$ cat src/pkg/flt_pkg.sv
// Constants for the fastlock timeout control word decoder.
// Assumes a single system clock and a comparison clock event strobe.
package flt_pkg;

  // ****************************************
  // Word layout
  // ****************************************
  localparam int unsigned WORD_W      = 24;
  localparam int unsigned CSR_HI      = 23;
  localparam int unsigned CSR_LO      = 22;
  localparam int unsigned CPF_HI      = 21;
  localparam int unsigned CPF_LO      = 18;
  localparam int unsigned TOC_HI      = 17;
  localparam int unsigned TOC_LO      = 4;
  localparam int unsigned SEL_HI      = 3;
  localparam int unsigned SEL_LO      = 0;
  localparam int unsigned TOC_W       = 14;
  localparam int unsigned CNT_W       = 15;
  localparam int unsigned CPF_W       = 4;
  localparam int unsigned MULT_W      = 5;
  localparam int unsigned CSR_W       = 2;
  localparam int unsigned DIV_W       = 5;
  localparam logic [3:0]  SEL_CODE    = 4'hD;

  // ****************************************
  // Timeout count codes
  // ****************************************
  localparam logic [TOC_W-1:0] TOC_HIZ    = 14'h0000;
  localparam logic [TOC_W-1:0] TOC_MANUAL = 14'h0001;
  localparam logic [TOC_W-1:0] TOC_LOW    = 14'h0002;
  localparam logic [TOC_W-1:0] TOC_HIGH   = 14'h0003;
  localparam logic [TOC_W-1:0] TOC_TIMED  = 14'h0004;

  // ****************************************
  // Slip reduction rate divisors (1, 2, 4, 16)
  // ****************************************
  localparam logic [DIV_W-1:0] DIV_OFF = 5'h01;
  localparam logic [DIV_W-1:0] DIV_2   = 5'h02;
  localparam logic [DIV_W-1:0] DIV_4   = 5'h04;
  localparam logic [DIV_W-1:0] DIV_16  = 5'h10;

  localparam logic [CNT_W-1:0] CNT_ZERO = 15'h0000;
  localparam logic [CNT_W-1:0] CNT_ONE  = 15'h0001;

  typedef enum logic [1:0] {
    FLT_IDLE  = 2'b00,
    FLT_TIMED = 2'b01,
    FLT_DONE  = 2'b11,
    FLT_GPO   = 2'b10
  } flt_state_type;

endpackage

$ cat src/logic/flt_timer.sv
// Fastlock period counter, loaded with twice the timeout count.
// Assumes comparison clock events arrive as one-cycle enable pulses.
`timescale 1ns/1ps
module flt_timer (
  input  wire logic                     sys_clk,
  input  wire logic                     arst_n,
  input  wire logic                     load,
  input  wire logic [flt_pkg::TOC_W-1:0] toc,
  input  wire logic                     cmp_evt,
  output logic                          running
);
  import flt_pkg::*;

  logic [CNT_W-1:0] cnt;
  logic [CNT_W-1:0] next_cnt;
  wire  [CNT_W-1:0] load_val = {toc, 1'b0};

  // Load wins over counting so a rewrite restarts the period
  assign next_cnt = load ? load_val :
                    (cmp_evt && cnt != CNT_ZERO) ? cnt - CNT_ONE : cnt;
  assign running  = (cnt != CNT_ZERO);

  // Countdown register
  always_ff @(posedge sys_clk or negedge arst_n) begin
    if (!arst_n) begin
      cnt <= CNT_ZERO;
    end else begin
      cnt <= next_cnt;
    end
  end

  // Exactly 2*toc events from load to idle
  a_load_value: assert property (@(posedge sys_clk) disable iff (!arst_n)
    load |=> cnt == $past(load_val)) else $error("period load wrong");
  a_count_step: assert property (@(posedge sys_clk) disable iff (!arst_n)
    (!load && cmp_evt && running) |=> cnt == $past(cnt) - CNT_ONE) else $error("count step wrong");
  a_hold_still: assert property (@(posedge sys_clk) disable iff (!arst_n)
    (!load && !cmp_evt) |=> $stable(cnt)) else $error("count moved");
endmodule

$ cat src/logic/flt_ctrl.sv
// Fastlock timeout control word decoder and fastlock pin driver.
// Assumes a parallel 24-bit word with a one-cycle write strobe and
// comparison clock events as one-cycle pulses on sys_clk.
`timescale 1ns/1ps
module flt_ctrl (
  input  wire logic                        sys_clk,
  input  wire logic                        arst_n,
  input  wire logic [flt_pkg::WORD_W-1:0]  cfg_word,
  input  wire logic                        cfg_wr,
  input  wire logic                        cmp_evt,
  output logic                             fast_active,
  output logic [flt_pkg::MULT_W-1:0]       pump_mult,
  output logic                             slip_en,
  output logic [flt_pkg::DIV_W-1:0]        slip_div,
  output logic                             fast_out_pin_o,
  output logic                             fast_out_pin_oe,
  output flt_pkg::flt_state_type           state
);
  import flt_pkg::*;

  // ****************************************
  // Decoding helpers
  // ****************************************
  function automatic logic [DIV_W-1:0] slip_divisor(input logic [CSR_W-1:0] sel);
    logic [DIV_W-1:0] d;
    d = DIV_OFF;
    unique case (sel)
      2'b00: d = DIV_OFF;
      2'b01: d = DIV_2;
      2'b10: d = DIV_4;
      2'b11: d = DIV_16;
    endcase
    return d;
  endfunction

  // ****************************************
  // Stored word fields
  // ****************************************
  logic [CSR_W-1:0] slip_reduce_sel;
  logic [CPF_W-1:0] fast_pump_current;
  logic [TOC_W-1:0] fast_timeout_count;
  flt_state_type    next_state;
  logic             timer_run;

  // Words with a foreign select code belong to other registers
  wire              word_hit   = cfg_wr && (cfg_word[SEL_HI:SEL_LO] == SEL_CODE);
  wire [TOC_W-1:0]  wr_toc     = cfg_word[TOC_HI:TOC_LO];
  wire              wr_timed   = wr_toc >= TOC_TIMED;
  wire              timer_load = word_hit && wr_timed;
  wire              is_manual  = fast_timeout_count == TOC_MANUAL;
  wire              is_timed   = fast_timeout_count >= TOC_TIMED;

  // Field capture, reset leaves fastlock off and pin floating
  always_ff @(posedge sys_clk or negedge arst_n) begin
    if (!arst_n) begin
      slip_reduce_sel    <= '0;
      fast_pump_current  <= '0;
      fast_timeout_count <= TOC_HIZ;
    end else if (word_hit) begin
      slip_reduce_sel    <= cfg_word[CSR_HI:CSR_LO];
      fast_pump_current  <= cfg_word[CPF_HI:CPF_LO];
      fast_timeout_count <= wr_toc;
    end
  end

  flt_timer u_timer (
    .sys_clk (sys_clk),
    .arst_n  (arst_n),
    .load    (timer_load),
    .toc     (wr_toc),
    .cmp_evt (cmp_evt),
    .running (timer_run)
  );

  // ****************************************
  // Mode state
  // ****************************************
  always_comb begin
    next_state = state;
    unique case (state)
      FLT_IDLE, FLT_GPO, FLT_DONE: begin
        if (timer_load) next_state = FLT_TIMED;
        else if (word_hit) next_state = FLT_GPO;
      end
      FLT_TIMED: begin
        if (timer_load) next_state = FLT_TIMED;
        else if (word_hit) next_state = FLT_GPO;
        else if (!timer_run) next_state = FLT_DONE;
      end
    endcase
  end

  // State register
  always_ff @(posedge sys_clk or negedge arst_n) begin
    if (!arst_n) begin
      state <= FLT_IDLE;
    end else begin
      state <= next_state;
    end
  end

  // ****************************************
  // Outputs to charge pump and pin
  // ****************************************
  // Fastlock is a level held by manual mode or the running period
  wire next_active = (state == FLT_TIMED && timer_run && is_timed) || is_manual;

  // Pin drive: timed mode indicates fastlock, manual mode active low output
  wire next_pin_oe = fast_timeout_count != TOC_HIZ;
  wire next_pin_o  = is_timed ? next_active :
                     (fast_timeout_count == TOC_HIGH);

  // Registered data outputs; pump multiplier is code plus one
  always_ff @(posedge sys_clk or negedge arst_n) begin
    if (!arst_n) begin
      fast_active     <= 1'b0;
      pump_mult       <= '0;
      slip_en         <= 1'b0;
      slip_div        <= DIV_OFF;
      fast_out_pin_o  <= 1'b0;
      fast_out_pin_oe <= 1'b0;
    end else begin
      fast_active     <= next_active;
      pump_mult       <= {1'b0, fast_pump_current} + MULT_W'(1);
      slip_en         <= slip_reduce_sel != '0;
      slip_div        <= slip_divisor(slip_reduce_sel);
      fast_out_pin_o  <= next_pin_o;
      fast_out_pin_oe <= next_pin_oe;
    end
  end

  // ****************************************
  // Checks
  // ****************************************
  a_gpo_no_fast: assert property (@(posedge sys_clk) disable iff (!arst_n)
    (fast_timeout_count != TOC_MANUAL && !is_timed) |=> !fast_active) else $error("fastlock in GPO");
  a_pin_levels: assert property (@(posedge sys_clk) disable iff (!arst_n)
    (fast_timeout_count == TOC_HIGH) |=> fast_out_pin_oe && fast_out_pin_o) else $error("pin not high");
  a_pin_hiz: assert property (@(posedge sys_clk) disable iff (!arst_n)
    (fast_timeout_count == TOC_HIZ) |=> !fast_out_pin_oe) else $error("pin not floating");
  a_manual_hold: assert property (@(posedge sys_clk) disable iff (!arst_n)
    is_manual |=> fast_active && fast_out_pin_oe && !fast_out_pin_o) else $error("manual wrong");
  a_timed_start: assert property (@(posedge sys_clk) disable iff (!arst_n)
    timer_load |=> ##1 fast_active && fast_out_pin_o) else $error("timed not started");
  a_timed_end: assert property (@(posedge sys_clk) disable iff (!arst_n)
    (state == FLT_TIMED && !timer_run && !word_hit) |=> state == FLT_DONE ##1 !fast_active)
    else $error("timed not ended");
  a_pump_step: assert property (@(posedge sys_clk) disable iff (!arst_n)
    word_hit |=> ##1 pump_mult == MULT_W'($past(cfg_word[CPF_HI:CPF_LO], 2)) + MULT_W'(1))
    else $error("pump step wrong");
  a_slip_div: assert property (@(posedge sys_clk) disable iff (!arst_n)
    (word_hit && cfg_word[CSR_HI:CSR_LO] == 2'b11) |=> ##1 slip_en && slip_div == DIV_16)
    else $error("slip divisor wrong");
  // Low level in general-purpose mode must still be driven, not floated
  a_pin_low: assert property (@(posedge sys_clk) disable iff (!arst_n)
    (fast_timeout_count == TOC_LOW) |=> fast_out_pin_oe && !fast_out_pin_o) else $error("pin not low");
  // In timed mode the pin mirrors the fastlock condition
  a_timed_pin: assert property (@(posedge sys_clk) disable iff (!arst_n)
    is_timed |=> fast_out_pin_oe && (fast_out_pin_o == fast_active)) else $error("pin not fastlock");
  a_foreign_word: assert property (@(posedge sys_clk) disable iff (!arst_n)
    (cfg_wr && !word_hit) |=> $stable(fast_timeout_count)) else $error("foreign word taken");

  c_timed_run: cover property (@(posedge sys_clk) disable iff (!arst_n) state == FLT_TIMED ##1 state == FLT_DONE);
  c_restart:   cover property (@(posedge sys_clk) disable iff (!arst_n) state == FLT_TIMED && timer_load);
  c_manual:    cover property (@(posedge sys_clk) disable iff (!arst_n) is_manual && fast_active);
  c_gpo_low:   cover property (@(posedge sys_clk) disable iff (!arst_n)
    fast_timeout_count == TOC_LOW && fast_out_pin_oe && !fast_out_pin_o);
endmodule

$ cat config.mk
export PLATFORM = sky130hd
export DESIGN_NAME = flt_ctrl
export DESIGN_NICKNAME = d
export VERILOG_FILES = /design/src/pkg/flt_pkg.sv /design/src/logic/flt_timer.sv /design/src/logic/flt_ctrl.sv
export SDC_FILE = /design/constraint.sdc
export NUM_CORES = 1
export LEC_CHECK = 0
export ABC_AREA = 1
export BUFFER_PORTS_ARGS = -buffer_cell sky130_fd_sc_hd__buf_4
export CORE_ASPECT_RATIO = 0.6
export CORE_UTILIZATION = 35
export CTS_CLUSTER_DIAMETER = 50
export CTS_CLUSTER_SIZE = 28
export DETAILED_ROUTE_END_ITERATION = 16
export GPL_ROUTABILITY_DRIVEN = 0
export REMOVE_ABC_BUFFERS = 1
export SKIP_LAST_GASP = 1
export SLEW_MARGIN = 20
export SYNTH_ARGS = -nofsm -noshare
export SYNTH_HDL_FRONTEND = slang
export SYNTH_HIERARCHICAL = 1
export SYNTH_SLANG_ARGS = --single-unit
$ cat constraint.sdc
create_clock -name sys_clk -period 3.6 [get_ports sys_clk]
set_input_delay 0.18 -clock sys_clk [delete_from_list [all_inputs] [get_ports sys_clk]]
set_output_delay 0.18 -clock sys_clk [all_outputs]
set_load 0.02 [all_outputs]
# [Yosys cells after proc, flatten, opt, wreduce, memory -nomap -nowiden]
# Index checks and enable logic that the tools add are counted.
[classes] n_addsub=2 multipliers=0 n_div=0 n_lt_le_gt_ge=2 eq_ne=11 shift=0 mux=10 bitwise=0 n_reduce_logical=14
[ops] cell="$mux 15" count=2
[ops] cell="$ge 14x3->1 const B" count=2
[ops] cell="$pmux 5 s4" count=1
[ops] cell="$reduce_bool 15->1" count=1
[ops] cell="$sub 15x1->15 const B" count=1
[ops] cell="$eq 14x1->1 const B" count=1
[ops] cell="$eq 14x2->1 const B" count=1
[ops] cell="$reduce_bool 14->1" count=1
[ops] cell="$mux 2" count=5
[ops] cell="$eq 2x2->1 const B" count=4
[ops] cell="$add 4x1->5 const B" count=1
[ops] cell="$logic_and 1x1->1" count=5
[ops] cell="$eq 2x1->1 const B" count=2
[ops] cell="$eq 4x4->1 const B" count=1
[ops] cell="$logic_not 2->1" count=2
[ops] cell="$ne 4x3->1 const B" count=1
[ops] cell="$pmux 2 s2" count=1
[ops] cell="$reduce_bool 2->1" count=2
[ops] cell="$ne 3x2->1 const B" count=1
[ops] cell="$reduce_or 3->1" count=1
[ops] cell="$reduce_and 2->1" count=1
[ops] cell="$logic_or 1x1->1" count=1
[ops] cell="$mux 1" count=1
[totals] register_bits=51 latchBits=0 mem_bits_rw=0 mem_bits_ro=0 input_bits=28 out_inout_bits=16 word_cells=50 memories=0

# [Longest topological paths before layout]
[logic_depth] word_depth=5 mapped_depth=11

# [Modules after synthesis]
# The synthesis kept the hierarchy.
[by_module_without_submodules] mod="flt_ctrl" instances=1 cells_each=157 area_per_inst_um2=1447.6 seq_area_each_um2=877.1
[by_module_without_submodules] mod="flt_timer" instances=1 cells_each=165 area_per_inst_um2=1097.3 seq_area_each_um2=375.4

# [Least setup slack after synthesis]
# No wires, ideal clock.
[synth_path] path_kind="register to register" from="reg u_timer.cnt[0]" to="reg fast_active" arrival_ns=1.391 required_time_ns=3.482 slack_ns=2.091 stages_incl_launch_ff=9 period_less_slack_ns=1.509 path_cell_list="dfrtp_1 inv_1 ha_1 nand2_4 nor2_1 nand4_1 nor3b_1 nand2_1 nand2_1"
[synth_via] elab_chain_cells=4
[synth_lines] element="start: declaration" line="flt_timer.sv:14" text="logic [CNT_W-1:0] cnt;"
[synth_lines] element="start signal: assignment" line="flt_timer.sv:28" text="cnt <= next_cnt;"
[synth_lines] element="$reduce_bool 15->1" line="flt_timer.sv:21" text="assign running = (cnt != CNT_ZERO);"
[synth_lines] element="net timer_run" line="flt_ctrl.sv:43" text="logic timer_run;"
[synth_lines] element="$logic_and 1x1->1 (2 in a row)" line="flt_ctrl.sv:106" text="wire next_active = (state == FLT_TIMED && timer_run && is_timed) || is_manual;"
[synth_lines] element="$logic_or 1x1->1" line="flt_ctrl.sv:106"
[synth_lines] element="net next_active" line="flt_ctrl.sv:106"
[synth_lines] element="end signal: assignment" line="flt_ctrl.sv:123" text="fast_active <= next_active;"
[synth_lines] element="end: declaration" line="flt_ctrl.sv:11" text="output logic fast_active,"
# The timed path passes the listed nets, and every way through them passes these cells.
# A chain may end at the register's enable or synchronous reset.

# [Final worst setup path]
[layout_path] from="in cfg_word[1] (netlist bit)" to="reg u_timer.cnt[9]"
[layout_via] elab_chain_cells=4
[layout_lines] element="start: declaration" line="flt_ctrl.sv:8" text="input wire logic [flt_pkg::WORD_W-1:0] cfg_word,"
[layout_lines] element="$eq 4x4->1 (*)" line="flt_ctrl.sv:46" text="wire word_hit = cfg_wr && (cfg_word[SEL_HI:SEL_LO] == SEL_CODE);"
[layout_lines] element="$logic_and 1x1->1 (*)" line="flt_ctrl.sv:46"
[layout_lines] element="$logic_and 1x1->1 (*)" line="flt_ctrl.sv:49" text="wire timer_load = word_hit && wr_timed;"
[layout_lines] element="net timer_load" line="flt_ctrl.sv:49"
[layout_lines] element="$mux 15 / $reduce_bool 2->1 (equally long branches)"
# The timed path passes the listed nets; every way through them passes the cells marked *.

==> summary.md <==
| Metric | Value |
|---|---|
| Mapped Cells | `322` |
| Final nets | `392` |
| Top_reg_cell synth | `dfrtp_1` |
| Final setup violation count | `0` |
| Max-slew violations | `0` |
| Synth warn | `6` |
| CP bufs+invs | `4` |
| CTS buffer count | `5` |
| Hold Path Class | `in2reg` |
| Final Non-Filler Cells | `450` |
| Post-DP HPWL | `4474 um` |
| Worst Max-Slew Pin Slew | `0.6269 ns` |
| Slowest cell on crit path | `nor2_8` |
| Cts-stage hold buffer count | `1` |
| Max-cap violations | `0` |
| Peak Freq | `483.7 MHz` |
| Yosys reg bits | `50` |
| Syn_area_per_cell | `7.904 um^2` |
| WP data required | `3.79 ns` |
| Critical Path, Cell by Cell | `buf_4 > inv_1 > nand2_2 > nor2_8 > nand2_1 > inv_1 > inv_1 > or2_2 > nand3_1 > nand2_1` |
| Async S/R FF share, synth | `1.000` |
| Vias per inst | `4.813` |
| Number of global-route vias before repair | `1953` |
| Clk slew on worst S/H paths | `0.07 ns` |
| Crit path max fanout | `34` |
| Worst Setup Start Kind | `primary input` |
| Worst vdd ir | `0.0002666 V` |
| Fin crit share | `0.5742` |
| Die Width | `112.1 um` |
| Worst Path Arrival | `2.25 ns` |
| Die outline area | `7627 um^2` |
| CTS tree | `yes` |
| Synth top area cells | `dfrtp_1, nand2_1, nand3_1, nor2_1, inv_1` |
| Die Span Y | `68.05 um` |
| Most used cell, CP | `inv_1` |
| Maximum number of pins on one net before global-route repair | `51` |
| Synth Cell Area | `2545 um^2` |
| Total track usage | `0.1745` |
| DRT Pass-1 Iters | `10` |
| Worst hold slack | `0.09165 ns` |
| Setup crit end kind | `flop` |
| Critical path type | `in2reg` |
| RSZ-0062 raised after global routing | `no` |
| Post_cts resized | `0` |
| H-tree lvl count | `2` |
| Detailed-route via count | `2166` |
| Routed wire length | `6067 um` |
| Leakage | `1.575 nW` |
| Clk_skew | `0.007499 ns` |
| TritonCTS Sinks | `50` |
| CP top delay family | `simple AND/OR/NAND/NOR gates` |
| DRC | `2` |
| Clock buffer depth | `2` |
| Initial antenna violation count | `0` |
| Outcome | `finished with violations` |
| # rows | `23` |
| Antenna-violating nets left | `0` |
| Placed cell count | `441` |
| Area delta synth->final | `20.16%` |
| Synth area leader | `dfrtp_1` |
| Grt ovf | `0` |
| Wire length per cell | `13.48 um` |
| Top-Level Pins | `44` |
| Share of the synthesized area in the top cell type | `0.4818` |
| Core footprint | `6849 um^2` |
| Pwr Density | `702.0 nW/um^2` |
| Violated checks | `design-rule violations` |
| Final hold violations | `0` |
| Synth cell types | `31` |
| Number of diodes | `0` |
| Post-CTS setup buffers | `0` |
| Min cycle time layout | `2.067 ns` |
| Slew HR | `0.5821` |
| Register area share after synthesis | `0.4921` |
| Initial DRC count | `144` |
| Share of cells above drive strength 1 | `0.1846` |
| Number of enable flip-flop cells after synthesis | `0` |
| CTS Root Cell | `clkbuf_16` |
| Largest stage delay, worst path | `0.39 ns` |
| Number of port buffers | `42` |
| Setup TNS Final | `0 ns` |
| Worst skew pair latency | `0.29 ns` |
| First-pass GRT wire length | `9970 um` |
| Initial core utilization | `0.3716` |
-- synthesized netlist by cell type (2+ instances only) --
cell	instances
nand3_1	30
clkbuf_1	2
or2_1	2
xor2_1	5
xnor2_1	2
ha_1	2
inv_1	25
nand3b_1	4
dfrtp_1	49
nand2_1	113
nor2_1	39
or2_2	2
nand2_2	4
nor2_2	3
nand4_1	2
a21oi_1	2
buf_6	6
o21ai_0	7
nand2_4	2
o21ai_1	9
nor2_4	2
-- final cells by class --
cell class,count,area [um^2]
inverters,26,97.59
clock buffers,8,166.4
well taps,87,108.9
fillers,685,3791
flip-flops and latches,50,1252
repair buffers,43,325.3
multi-input cells,236,1107
-- registers in the layout, indices dropped and copies added (netlist names) --
name and flops:
state 2, slip_en 1, fast_pump_current 4, u_timer/cnt 15, slip_div 4, fast_timeout_count 14
pump_mult 5, fast_out_pin_o 1, fast_out_pin_oe 1, slip_reduce_sel 2, fast_active 1
-- tightest hold or removal path, delay by kind of cell --
kind / cells / cell delay [ns]
buffers and inverters: 1 / 0.07
and+or+nand+nor: 2 / 0.09
-- metal layers --
layer | GRT usage | wire length, um | vias to the layer above
met4 | 0.04500 | 48 | 0
met5 | 0 | 0 | -
met2 | 0.2399 | 2334 | 63
met3 | 0.04517 | 443 | 5
met1 | 0.2659 | 3242 | 1018
li1 | - | - | 1080
-- metrics by stage --
stage	setup WS (ns)	total power, mW	cell area [um^2]	util
4_1_cts	1.586	2.159	3058	0.4465
2_1_floorplan	1.796	1.375	2457	-
6_report	1.533	2.147	3058	0.4465
3_3_place_gp	1.384	1.622	2882	0.4207
3_5_place_dp	1.278	1.632	2882	0.4207
5_1_grt	1.333	2.293	3058	0.4465
-- where the power goes --
group | internal, mW | total [mW] | switching [mW]
sequential | 0.728 | 0.875 | 0.146
combinational | 0.294 | 0.756 | 0.461
clock | 0.315 | 0.516 | 0.201
total | 1.34 | 2.15 | 0.809
-- final timing paths --
| path | endpoint | slack (ns) | depth (start not counted) | startpoint |
|---|---|---|---|---|
| setup / recovery | u_timer/cnt[9]$_DFFE_PN0P_ | 1.53 | 10 | cfg_word[1] |
| hold / removal | fast_pump_current[1]$_DFFE_PN0P_ | 0.09 | 3 | cfg_word[19] |
| setup reg to reg | u_timer/cnt[6]$_DFFE_PN0P_ | 1.67 | 9 | u_timer/cnt[0]$_DFFE_PN0P_ |
| hold reg to reg | slip_div[0]$_DFF_PN1_ | 0.48 | 1 | slip_reduce_sel[0]$_DFFE_PN0P_ |
| max in group asynchronous | u_timer/cnt[8]$_DFFE_PN0P_ | 2.73 | 2 | arst_n |
| min in group asynchronous | fast_out_pin_oe$_DFF_PN0_ | 0.45 | 2 | arst_n |
-- cells by family (layout without fill, tap and decap cells) --
logic type / after synthesis / count (layout) / share of synthesized area
and+or+nand+nor: 207 / 207 / 0.3614
AOI/OAI and AO/OA: 19 / 19 / 0.03835
DFF: 50 / 50 / 0.4921
xor gates and xnor gates: 7 / 7 / 0.02409
other: 1 / 1 / 0.001474
buffers and inverters: 36 / 77 / 0.07276
adders and majority gates: 2 / 2 / 0.009831
-- layout by cell type (no fill, tap or decap), types with 5 or more instances in the layout --
master     Yosys  final
inv_1         25     25
nand2_1      113    113
nor2_1        39     39
xor2_1         5      5
nand3_1       30     30
o21ai_0        7      7
buf_4          1     42
o21ai_1        9      9
clkbuf_16      0      5
dfrtp_1       49     49
No activity file was read; power rests on OpenSTA's default activity.
